### src/adcr_defs.vh
// Constants for the converter serial readout control block
//
// Behaviour
// Chip select low: lock, then convert continuously
// Chip select high: abort, float pins, standby
// Deselect discards the held output word
// Data-ready high throughout each conversion
// Data-ready low flags result; slave interrupt
// Unread result: data-ready high before update
// Master: ready low half period before clocks (code: low 1.5 crystal periods)
// Data changes on falling, sampled on rising
// Mode pin 0 master, 1 slave
// Word rate is crystal over 69*8*3
// First settled result after two word periods
// Decimation period places 50/60 Hz notches
// Master drives serial clock, one crystal period
// Master: 24 clocks, then clock idles high
// Slave: host idles clock high, 24 pulses
// Result is 24-bit offset binary
// MSB first, then data-ready back high
// Slave batches keep the shift position
`ifndef ADCR_DEFS_VH
`define ADCR_DEFS_VH

// ****************************************************************
// Word rate and sequencing
// ****************************************************************
`define ADCR_DEC_A 69
`define ADCR_DEC_B 8
`define ADCR_DEC_C 3
`define ADCR_WORD_XT (`ADCR_DEC_A * `ADCR_DEC_B * `ADCR_DEC_C)
`define ADCR_SETTLE_WORDS 2
`define ADCR_LOCK_XT 8
`define ADCR_WARN_XT 4

// ****************************************************************
// Serial word
// ****************************************************************
`define ADCR_WORD_BITS 24
`define ADCR_MODE_MASTER 1'b0
`define ADCR_MODE_SLAVE 1'b1

`endif

### src/adcr_buf2.v
// Two-entry buffer with valid and ready on both sides
`timescale 1ns/100ps
`include "adcr_defs.vh"

module adcr_buf2 #(
    parameter W = `ADCR_WORD_BITS
) (
    input wire sys_clk,         // System clock
    input wire reset,           // Synchronous reset, high
    input wire flush,           // Drop all entries
    input wire [W-1:0] inData,  // Filling side data
    input wire inValid,         // Filling side valid
    output reg inReady_r,       // Room for a word
    output wire [W-1:0] outData, // Oldest word
    output wire outValid,       // A word is held
    input wire outReady         // Draining side takes word
);
    // ****************************************************************
    // Storage
    // ****************************************************************
    reg [W-1:0] ent0_r; // Head entry
    reg [W-1:0] ent1_r; // Second entry
    reg [1:0] cnt_r;    // Entries held
    reg [1:0] cnt_nxt;  // Next entry count
    wire push;          // Word accepted
    wire pop;           // Word removed

    assign outData = ent0_r;
    assign outValid = (cnt_r != 2'h0);
    assign push = inValid && inReady_r;
    assign pop = outValid && outReady;

    // Count update
    always @* begin
        cnt_nxt = cnt_r;
        if (push && !pop) begin
            cnt_nxt = cnt_r + 2'h1;
        end else if (pop && !push) begin
            cnt_nxt = cnt_r - 2'h1;
        end
    end

    // Entries, count and registered ready
    always @(posedge sys_clk) begin
        if (reset || flush) begin
            cnt_r <= 2'h0;
            inReady_r <= 1'b1;
            ent0_r <= {W{1'b0}};
            ent1_r <= {W{1'b0}};
        end else begin
            cnt_r <= cnt_nxt;
            inReady_r <= (cnt_nxt != 2'h2);
            if (pop) begin
                // Shift forward, or a new word goes straight to the head
                ent0_r <= (cnt_r == 2'h2) ? ent1_r : inData;
                if (push) begin
                    ent1_r <= inData;
                end
            end else if (push) begin
                if (cnt_r == 2'h0) begin
                    ent0_r <= inData;
                end else begin
                    ent1_r <= inData;
                end
            end
        end
    end
endmodule

### src/adcr_readout.v
// Serial result readout and conversion sequencing of the converter
`timescale 1ns/100ps
`include "adcr_defs.vh"

module adcr_readout #(
    parameter WORD_XT = `ADCR_WORD_XT,  // Crystal periods per word
    parameter LOCK_XT = `ADCR_LOCK_XT,  // Crystal periods to lock
    parameter WARN_XT = `ADCR_WARN_XT,  // Warning lead before update
    parameter NBITS = `ADCR_WORD_BITS   // Bits per result
) (
    input wire sys_clk,             // System clock, 50 MHz
    input wire reset,               // Synchronous reset, high
    input wire crystal_clock,       // Crystal clock pin
    input wire csN,                 // Chip select pin, low active
    input wire modeSel,             // 0 master, 1 slave
    input wire sclkIn,              // Serial clock pin level
    output reg sclkOut_r,           // Serial clock drive value
    output reg sclkOeN_r,           // Serial clock enable, low drives
    output reg doutRdyOut_r,        // Data/ready drive value
    output reg doutRdyOeN_r,        // Data/ready enable, low drives
    input wire [NBITS-1:0] filtData, // Filter result, offset binary
    input wire filtValid,           // Filter result valid
    output wire filtReady           // Buffer can take a result
);
    // ****************************************************************
    // States
    // ****************************************************************
    localparam [1:0] CV_IDLE = 2'h0; // Standby
    localparam [1:0] CV_LOCK = 2'h1; // Clock multiplier locking
    localparam [1:0] CV_RUN = 2'h2;  // Converting
    localparam [1:0] SH_EMPTY = 2'h0; // No word held
    localparam [1:0] SH_READY = 2'h1; // Word held, ready low
    localparam [1:0] SH_ARMED = 2'h2; // Master: one full period seen
    localparam [1:0] SH_SHIFT = 2'h3; // Bits going out

    // ****************************************************************
    // Pin synchronisers
    // ****************************************************************
    reg [1:0] xtSync_r;   // Crystal clock stages
    reg [1:0] csSync_r;   // Chip select stages
    reg [1:0] modeSync_r; // Mode stages
    reg [1:0] skSync_r;   // Serial clock stages
    reg xtPrev_r;         // Crystal level one cycle back
    reg skPrev_r;         // Serial clock level one cycle back

    // Two flops on each pin before any logic
    always @(posedge sys_clk) begin
        if (reset) begin
            xtSync_r <= 2'h0;
            csSync_r <= 2'h3;
            modeSync_r <= 2'h0;
            skSync_r <= 2'h3;
            xtPrev_r <= 1'b0;
            skPrev_r <= 1'b1;
        end else begin
            xtSync_r <= {xtSync_r[0], crystal_clock};
            csSync_r <= {csSync_r[0], csN};
            modeSync_r <= {modeSync_r[0], modeSel};
            skSync_r <= {skSync_r[0], sclkIn};
            xtPrev_r <= xtSync_r[1];
            skPrev_r <= skSync_r[1];
        end
    end

    wire xtRise = xtSync_r[1] && !xtPrev_r;  // Crystal rising edge
    wire xtFall = !xtSync_r[1] && xtPrev_r;  // Crystal falling edge
    wire skRise = skSync_r[1] && !skPrev_r;  // Host clock rising edge
    wire skFall = !skSync_r[1] && skPrev_r;  // Host clock falling edge
    wire selected = !csSync_r[1];             // Chip selected
    wire slave = (modeSync_r[1] == `ADCR_MODE_SLAVE); // Slave operation

    // ****************************************************************
    // Result buffer
    // ****************************************************************
    wire [NBITS-1:0] bufData; // Oldest filter result
    wire bufValid;            // Buffer holds a result
    reg bufTake;              // Result taken at update

    adcr_buf2 #(
        .W(NBITS)
    ) u_buf (
        .sys_clk(sys_clk),
        .reset(reset),
        .flush(!selected),
        .inData(filtData),
        .inValid(filtValid),
        .inReady_r(filtReady),
        .outData(bufData),
        .outValid(bufValid),
        .outReady(bufTake)
    );

    // ****************************************************************
    // Conversion sequencing
    // ****************************************************************
    reg [1:0] cvState_r;   // Sequencer state
    reg [15:0] xtCnt_r;    // Crystal periods in lock or word
    reg [1:0] settle_r;    // Word periods since start, stops at 1
    reg [1:0] shState_r;   // Shifter state
    reg [NBITS-1:0] shReg_r; // Output shift register
    reg [5:0] bitCnt_r;    // Bits sent

    wire wordEnd = (cvState_r == CV_RUN) && xtRise &&
        (xtCnt_r == WORD_XT - 1);          // Conversion complete
    wire warnPt = (cvState_r == CV_RUN) && xtRise &&
        (xtCnt_r == WORD_XT - 1 - WARN_XT); // Update about to occur
    wire settled = (settle_r >= `ADCR_SETTLE_WORDS - 1); // Output valid

    // Take a buffered result at the settled word boundary
    always @* begin
        bufTake = wordEnd && settled && bufValid;
    end

    // Lock, then free-running word period counter
    always @(posedge sys_clk) begin
        if (reset || !selected) begin
            cvState_r <= CV_IDLE;
            xtCnt_r <= 16'h0000;
            settle_r <= 2'h0;
        end else begin
            case (cvState_r)
                CV_IDLE: begin
                    // Selected: start locking
                    cvState_r <= CV_LOCK;
                    xtCnt_r <= 16'h0000;
                end
                CV_LOCK: begin
                    // Count crystal periods until lock
                    if (xtRise) begin
                        if (xtCnt_r == LOCK_XT - 1) begin
                            cvState_r <= CV_RUN;
                            xtCnt_r <= 16'h0000;
                        end else begin
                            xtCnt_r <= xtCnt_r + 16'h0001;
                        end
                    end
                end
                CV_RUN: begin
                    // Word period of 69*8*3 crystal periods
                    if (xtRise) begin
                        if (xtCnt_r == WORD_XT - 1) begin
                            xtCnt_r <= 16'h0000;
                            if (!settled) begin
                                settle_r <= settle_r + 2'h1;
                            end
                        end else begin
                            xtCnt_r <= xtCnt_r + 16'h0001;
                        end
                    end
                end
                default: begin
                    cvState_r <= CV_IDLE;
                end
            endcase
        end
    end

    // ****************************************************************
    // Serial shifter and pin drive
    // ****************************************************************
    wire fallEv = slave ? skFall : xtFall;
    wire riseEv = slave ? skRise : xtRise;

    always @(posedge sys_clk) begin
        if (reset || !selected) begin
            // Standby: both pins floated, word lost
            shState_r <= SH_EMPTY;
            shReg_r <= {NBITS{1'b0}};
            bitCnt_r <= 6'h00;
            sclkOut_r <= 1'b1;
            sclkOeN_r <= 1'b1;
            doutRdyOut_r <= 1'b1;
            doutRdyOeN_r <= 1'b1;
        end else begin
            doutRdyOeN_r <= 1'b0;
            sclkOeN_r <= slave;
            if (bufTake) begin
                // New offset-binary result: ready low
                shReg_r <= bufData;
                shState_r <= SH_READY;
                bitCnt_r <= 6'h00;
                sclkOut_r <= 1'b1;
                doutRdyOut_r <= 1'b0;
            end else if (warnPt && shState_r == SH_READY) begin
                // Unread word: ready high before update
                shState_r <= SH_EMPTY;
                doutRdyOut_r <= 1'b1;
            end else begin
                case (shState_r)
                    SH_EMPTY: begin
                        // Converting: line held high
                        doutRdyOut_r <= 1'b1;
                        sclkOut_r <= 1'b1;
                    end
                    SH_READY: begin
                        if (!slave) begin
                            // Wait a crystal rise: one full period low
                            if (xtRise) begin
                                shState_r <= SH_ARMED;
                            end
                        end else if (fallEv) begin
                            // Host first falling edge: MSB out
                            doutRdyOut_r <= shReg_r[NBITS-1];
                            shReg_r <= {shReg_r[NBITS-2:0], 1'b0};
                            bitCnt_r <= 6'h01;
                            shState_r <= SH_SHIFT;
                        end
                    end
                    SH_ARMED: begin
                        if (fallEv) begin
                            // Master first clock low, MSB out
                            sclkOut_r <= 1'b0;
                            doutRdyOut_r <= shReg_r[NBITS-1];
                            shReg_r <= {shReg_r[NBITS-2:0], 1'b0};
                            bitCnt_r <= 6'h01;
                            shState_r <= SH_SHIFT;
                        end
                    end
                    SH_SHIFT: begin
                        if (riseEv) begin
                            sclkOut_r <= 1'b1;
                            if (bitCnt_r == NBITS) begin
                                // Last bit sampled: idle high
                                shState_r <= SH_EMPTY;
                                doutRdyOut_r <= 1'b1;
                            end
                        end else if (fallEv && bitCnt_r != NBITS) begin
                            // Next bit; slave pauses hold position
                            sclkOut_r <= slave;
                            doutRdyOut_r <= shReg_r[NBITS-1];
                            shReg_r <= {shReg_r[NBITS-2:0], 1'b0};
                            bitCnt_r <= bitCnt_r + 6'h01;
                        end
                    end
                    default: begin
                        shState_r <= SH_EMPTY;
                    end
                endcase
            end
        end
    end
endmodule

### config.mk
export PLATFORM = sky130hd
export DESIGN_NAME = adcr_readout
export DESIGN_NICKNAME = d
export VERILOG_FILES = /design/src/adcr_buf2.v /design/src/adcr_readout.v
export VERILOG_INCLUDE_DIRS = /design/src /design/src/src
export SDC_FILE = /design/constraint.sdc
export NUM_CORES = 1
export LEC_CHECK = 0
export BUFFER_PORTS_ARGS = -buffer_cell sky130_fd_sc_hd__buf_2
export CAP_MARGIN = 20
export CORE_MARGIN = 2
export CORE_UTILIZATION = 60
export CTS_CLUSTER_DIAMETER = 60
export DETAILED_ROUTE_END_ITERATION = 10
export PLACE_DENSITY_LB_ADDON = 0.25
export SLEW_MARGIN = 30
export SYNTH_ARGS = -nofsm -noshare
export SYNTH_HDL_FRONTEND = slang
export SYNTH_HIERARCHICAL = 1
export SYNTH_SLANG_ARGS = --single-unit
### constraint.sdc
create_clock -name sys_clk -period 3.6 [get_ports sys_clk]
set_clock_uncertainty 0.2 [all_clocks]
set_input_delay 0.72 -clock sys_clk [delete_from_list [all_inputs] [get_ports sys_clk]]
set_output_delay 0.72 -clock sys_clk [all_outputs]
set_load 0.01 [all_outputs]
==> results_dict.tcl, run 1 <==
set metrics [dict create \
    cts_resized 0 \
    clk_pin_slew_ns 0.06 \
    placed_cells 689 \
    setup_viol 0 \
    cts_hold_buf 0 \
    synth.largest_area_cell "dfxtp_1" \
    crit_chain "nor4_4 > nand3_2 > or4_1 > inv_1 > nand2b_4 > o21a_1 > o221a_2" \
    yosysTopAreaCellShare_pct 43.4 \
    vias 4191 \
    drv_slew 0 \
    finalCriticalPeriod_ns 3.09 \
    switchingPower_w 0.000700 \
    synth-seq-area-share_pct 43.4 \
    cp-end-kind "register" \
    r2r_end "u_buf/outData[11]$_SDFFE_PP0P_" \
    layout-drive-gt1-share_pct 22.3 \
    initial_core_util_pct 61.9 \
    antenna_found_initial 0 \
    status "finished clean" \
    fmax_mhz 324 \
    startpoint "xtCnt_r[3]$_SDFFE_PP0P_" \
    ys_warn_count 6 \
    fin_nets 650 \
    worstSetupPathType "register to register" \
    synth_compound_area_share_pct 19.2 \
    globalRouteMet3Util_pct 5.11 \
    use_met2_pct 37.9 \
    synthSimpleGateAreaFrac_pct 19.0 \
    cts_root_buf "clkbuf_8" \
    use_met1_pct 31.2 \
    synthArstFlopShare_pct 0 \
    numPortBuffers 35 \
    synth_cell_types 64 \
    dp_slack_ns 0.525 \
    detail_route.first_pass.iterations 5 \
    area.growth.synth_to_final_pct 15.0 \
    fillers 642 \
    maxSlewHeadroom_pct 41.6 \
    r2r_setup_slack_ns 0.51 \
    post-route-period-util_pct 85.8 \
    cts.sinks 117 \
    final.setup.tns_ns 0 \
    fin_util_pct 71.2 \
    synth_area_mm2 0.00540 \
    design.core.area_mm2 0.00872 \
    avgSynthCellArea_um2 9.49 \
    grt_pass1_wl_um 18800 \
    dieArea_mm2 0.00977 \
    rsz0062_at_grt "no" \
    fp.dieW_um 98.8 \
    ys_ff_latch 117 \
    htreeDepth 4 \
    p_clk_share_pct 56.0 \
    cp.arrival_ns 3.29 \
    ff2ff_path_depth 7 \
    drt_iter0_markers 252 \
    worstPathMaxFanout 24 \
    fin_cells 722 \
    p_per_area_mw_per_mm2 513 \
    p_seq_share_pct 41.2 \
    drtAntennaViolNets 0 \
    antenna_cells 0 \
    critPathMaxStageDelay_ns 0.72 \
    synth_ff_type "dfxtp_1" \
    grt_pass1_vias 4084 \
    clock_latency_ns 0.51 \
    grt_max_degree 25 \
    cts_tree "built" \
    swShare_pct 22.0 \
    synth.area.mux_share_pct 5.77 \
    syn-instance-count 569 \
    hp-class "input port to register" \
    tightest_slew_ns 0.877 \
    num_io_pins 36 \
    vias_per_cell 5.80 \
    die_h_um 98.8 \
    post-dp-hpwl_um 7390 \
    synthXorXnorAreaFrac_pct 3.50 \
    postCtsSetupRepairBufs 0 \
    startpoint_type "register" \
    track_usage_pct 23.7 \
    std_cell_rows 34 \
    static-leakage-power_nw 2.52 \
    drc 0 \
    wire_per_inst_um 15.4 \
    overflow 0 \
    synth-edff-count 0 \
    ir_drop_mv 0.377 \
    cts_made_buffers 17 \
    synth_fa_ha_area_share_pct 4.38 \
    cp-endpoint "u_buf/outData[11]$_SDFFE_PP0P_" \
    synth_common_cells "dfxtp_1 (117), nand2_1 (89), a21oi_1 (36)" \
    slowest_stage "or4_1" \
    synth_top_family_by_area "compound AO/OA/AOI/OAI gates" \
    p_comb_share_pct 2.7 \
    cap_violations 0 \
    syn_nets 618 \
    cts.path.max_buffers 2 \
    r2r_start "xtCnt_r[3]$_SDFFE_PP0P_" \
    hold_viol_final 0 \
    finalWirelength_um 11100 \
    fin_ws_ns 0.510 \
    yosysMostFrequentCell "dfxtp_1" \
    synthTopCellsByArea "dfxtp_1 (43%), nand2_1 (6.2%), mux2i_1 (5.6%)" \
    gp_congestion 0.965 \
    p_int_w 0.00248 \
    required_ns 3.80 \
    top_usage_layer "met2" \
]
[worst min-delay path by stage]
stage                                start                endpoint  depth (start not counted)
finish                              sclkIn  skSync_r[0]$_SDFF_PP1_                          2
global route                        sclkIn  skSync_r[0]$_SDFF_PP1_                          2
CTS                                    csN  csSync_r[0]$_SDFF_PP1_                          2
detailed placement  skSync_r[0]$_SDFF_PP1_  skSync_r[1]$_SDFF_PP1_                          1
global placement    csSync_r[0]$_SDFF_PP1_  csSync_r[1]$_SDFF_PP1_                          1
floorplan           csSync_r[0]$_SDFF_PP1_  csSync_r[1]$_SDFF_PP1_                          1
[cells in the final DEF (no fill, tap or decap), types with 12 or more instances in the layout]
master,n
clkbuf_16,16
o221a_2,24
o21a_1,26
nand2_1,89
ha_1,18
dfxtp_1,117
a21oi_1,36
inv_1,18
nor2_1,31
mux2i_1,30
buf_2,35
o21ai_2,21
nand3_1,12
[layer usage]
layer  vias up  wire length (µm)
met4         0               232
met2       106              5220
met3        21               444
met5         -                 0
li1       2087                 -
met1      1977              5200
[through the flow]
stage                     power (W)  hold WS, ns  instance area, µm²
after floorplan             0.00139        0.189                5400
after global placement      0.00142        0.191                5560
after detailed placement    0.00143        0.195                5560
after CTS                   0.00321        0.177                6190
after global routing        0.00327        0.179                6210
final                       0.00318        0.187                6210
[kinds of logic (layout without fill, tap and decap cells)]
family          after synthesis  in the layout
simple gates                199            199
fa+ha+maj                    19             19
mux                          31             31
compound gates              136            136
xor+xnor                     20             20
buf+inv                      47             92
flops                       117            117
[area by class of cell]
| type | count | area (µm²) | area share [%] |
|---|---|---|---|
| Tap cell | 108 | 135 | 2.18 |
| Sequential cell | 117 | 2340 | 37.7 |
| Multi-Input combinational cell | 405 | 2800 | 45.2 |
| Clock inverter | 15 | 218 | 3.51 |
| Timing Repair Buffer | 41 | 224 | 3.61 |
| Inverter | 19 | 71.3 | 1.15 |
| Clock buffer | 17 | 414 | 6.67 |
[power by group through the flow]
stage / registers (W) / logic (W) / clock network (W)
6_report: 0.00131 / 0.0000869 / 0.00178
5_1_grt: 0.00131 / 0.0000954 / 0.00186
4_1_cts: 0.00131 / 0.0000867 / 0.00181
3_5_place_dp: 0.00134 / 0.0000859 / 0
3_3_place_gp: 0.00134 / 0.0000836 / 0
2_1_floorplan: 0.00134 / 0.0000533 / 0
[worst max-delay path, delay by kind of cell (launching register included)]
family,cells,cell delay (ns)
simple gates,4,1.28
compound gates,2,0.87
flops,1,0.39
buf+inv,1,0.22
[state kept, by name, summed over array words and instances (netlist names), 2 cells and up]
signal	cells
bitCnt_r	6
u_buf/ent1_r	24
modeSync_r	2
xtCnt_r	16
xtSync_r	2
settle_r	2
shReg_r	24
u_buf/cnt_r	2
csSync_r	2
u_buf/outData	24
shState_r	2
cvState_r	2
skSync_r	2
No activity file was read; power rests on OpenSTA's default activity.
==> run 2: changes to the inputs <==
PLACE_DENSITY = 0.79   (was not set)
PLACE_DENSITY_LB_ADDON = not set   (was 0.25)
==> run 2 against run 1 <==
Final area decreased by 0.20%. Count of clock-buffer cells in the layout increased by 1. Non-clock buffer count unchanged. Wire length increased by 3.7%. Via count increased by 1.6%. Register-to-register slack got worse by 0.06 ns. Global-route usage increased by 1.2 points. Clock power about the same.
==> results_dict.tcl, run 2 (synthesis results as in run 1) <==
set metrics [dict create \
    status "finished clean" \
    finalWirelength_um 11500 \
    final.setup.tns_ns 0 \
    clock_latency_ns 0.52 \
    finalCriticalPeriod_ns 3.15 \
    layout_common_cells "dfxtp_1 (117), nand2_1 (89), a21oi_1 (36), buf_2 (35), nor2_1 (31)" \
    post-route-period-util_pct 87.6 \
    layout-drive-gt1-share_pct 22.3 \
    vias_per_cell 5.90 \
    drv_slew 0 \
    antenna_found_initial 0 \
    p_per_area_mw_per_mm2 509 \
    overflow 0 \
    die_h_um 98.8 \
    swShare_pct 22.6 \
    placed_area_mm2 0.00556 \
    top_usage_layer "met2" \
    layout_commonest_cell "dfxtp_1" \
    drc 0 \
    cts_hold_buf 0 \
    hp-class "input port to register" \
    maxSlewHeadroom_pct 41.1 \
    cts_root_buf "clkbuf_8" \
    fp.dieW_um 98.8 \
    cp-end-kind "register" \
    num_io_pins 36 \
    postCtsSetupRepairBufs 0 \
    grt_max_degree 26 \
    ir_drop_mv 0.378 \
    detail_route.first_pass.iterations 5 \
    fin_util_pct 71.0 \
    drt_iter0_markers 248 \
    tightest_slew_ns 0.884 \
    rsz0062_at_grt "no" \
    grt_pass1_wl_um 19800 \
    worstSetupPathType "register to register" \
    post-dp-hpwl_um 7460 \
    p_seq_share_pct 41.6 \
    drtAntennaViolNets 0 \
    cap_violations 0 \
    cts_made_buffers 17 \
    final_area_mm2 0.00619 \
    htreeDepth 4 \
    grt_pass1_vias 4224 \
    initial_core_util_pct 61.9 \
    hold_viol_final 0 \
    startpoint_type "register" \
    cts.path.max_buffers 2 \
    switchingPower_w 0.000713 \
    wire_per_inst_um 15.9 \
    antenna_cells 0 \
    area.growth.synth_to_final_pct 14.8 \
    fin_total_pwr_w 0.00315 \
    setup_viol 0 \
    vias 4259 \
    cts_resized 0 \
    use_met1_pct 31.3 \
    dieArea_mm2 0.00977 \
    use_met2_pct 40.9 \
    cts_tree "built" \
    numPortBuffers 35 \
    p_clk_share_pct 55.6 \
    std_cell_rows 34 \
    p_comb_share_pct 2.8 \
    gp_congestion 0.891 \
    fin_nets 650 \
    clk_pin_slew_ns 0.06 \
    design.core.area_mm2 0.00872 \
    fmax_mhz 317 \
    cp.arrival_ns 3.35 \
    globalRouteMet3Util_pct 7.73 \
    p_int_w 0.00244 \
    worstPathMaxFanout 24 \
    track_usage_pct 25.0 \
    required_ns 3.80 \
    dp_slack_ns 0.529 \
    cts.sinks 117 \
    static-leakage-power_nw 2.52 \
    fin_ws_ns 0.448 \
]
[run 2: cell count changes in the layout (fill, tap and decap cells not counted), sizes merged]
cell / before / now
bufinv: 4 / 3
clkinv: 5 / 4
clkinvlp: 1 / 0
inv: 24 / 26
clkbuf: 17 / 18
[run 2: per-stage QoR]
stage,instances,hold slack [ns]
6_report,722,0.186
2_1_floorplan,569,0.189
5_1_grt,722,0.172
3_3_place_gp,689,0.198
3_5_place_dp,689,0.194
4_1_cts,721,0.170
[run 2: worst paths after layout]
check / from / slack (ns) / depth (start not counted) / to
worst min register to register: skSync_r[0]$_SDFF_PP1_ / 0.21 / 1 / skSync_r[1]$_SDFF_PP1_
worst max-delay path: xtCnt_r[3]$_SDFFE_PP0P_ / 0.45 / 7 / u_buf/outData[17]$_SDFFE_PP0P_
worst max register to register: xtCnt_r[3]$_SDFFE_PP0P_ / 0.45 / 7 / u_buf/outData[17]$_SDFFE_PP0P_
worst min-delay path: csN / 0.19 / 2 / csSync_r[0]$_SDFF_PP1_
[run 2: area by class of cell]
class	instances	area (µm²)
clock buffers	18	428
well taps	108	135
inverters	19	71.3
flip-flops and latches	117	2340
repair buffers	41	224
fillers	643	2530
multi-input cells	405	2800
clock inverters	14	191
[run 2: critical path: stages (launching register included)]
cell,delay [ns]
dfxtp_1,0.38
nor4_4,0.37
nand3_2,0.14
or4_1,0.73
inv_1,0.23
nand2b_4,0.08
o21a_1,0.48
o221a_2,0.41
[run 2: metal layers]
layer / vias to the layer above / wire [µm]
li1: 2083 / -
met3: 29 / 470
met2: 107 / 5630
met1: 2040 / 5160
met4: 0 / 250
met5: - / 0
[run 2: power by group through the flow]
stage          registers, W  clock network [W]   logic, W
3_3_place_gp        0.00134                  0  0.0000821
3_5_place_dp        0.00134                  0  0.0000846
2_1_floorplan       0.00134                  0  0.0000533
4_1_cts             0.00131            0.00177  0.0000861
6_report            0.00131            0.00175  0.0000867
5_1_grt             0.00131            0.00184  0.0000949
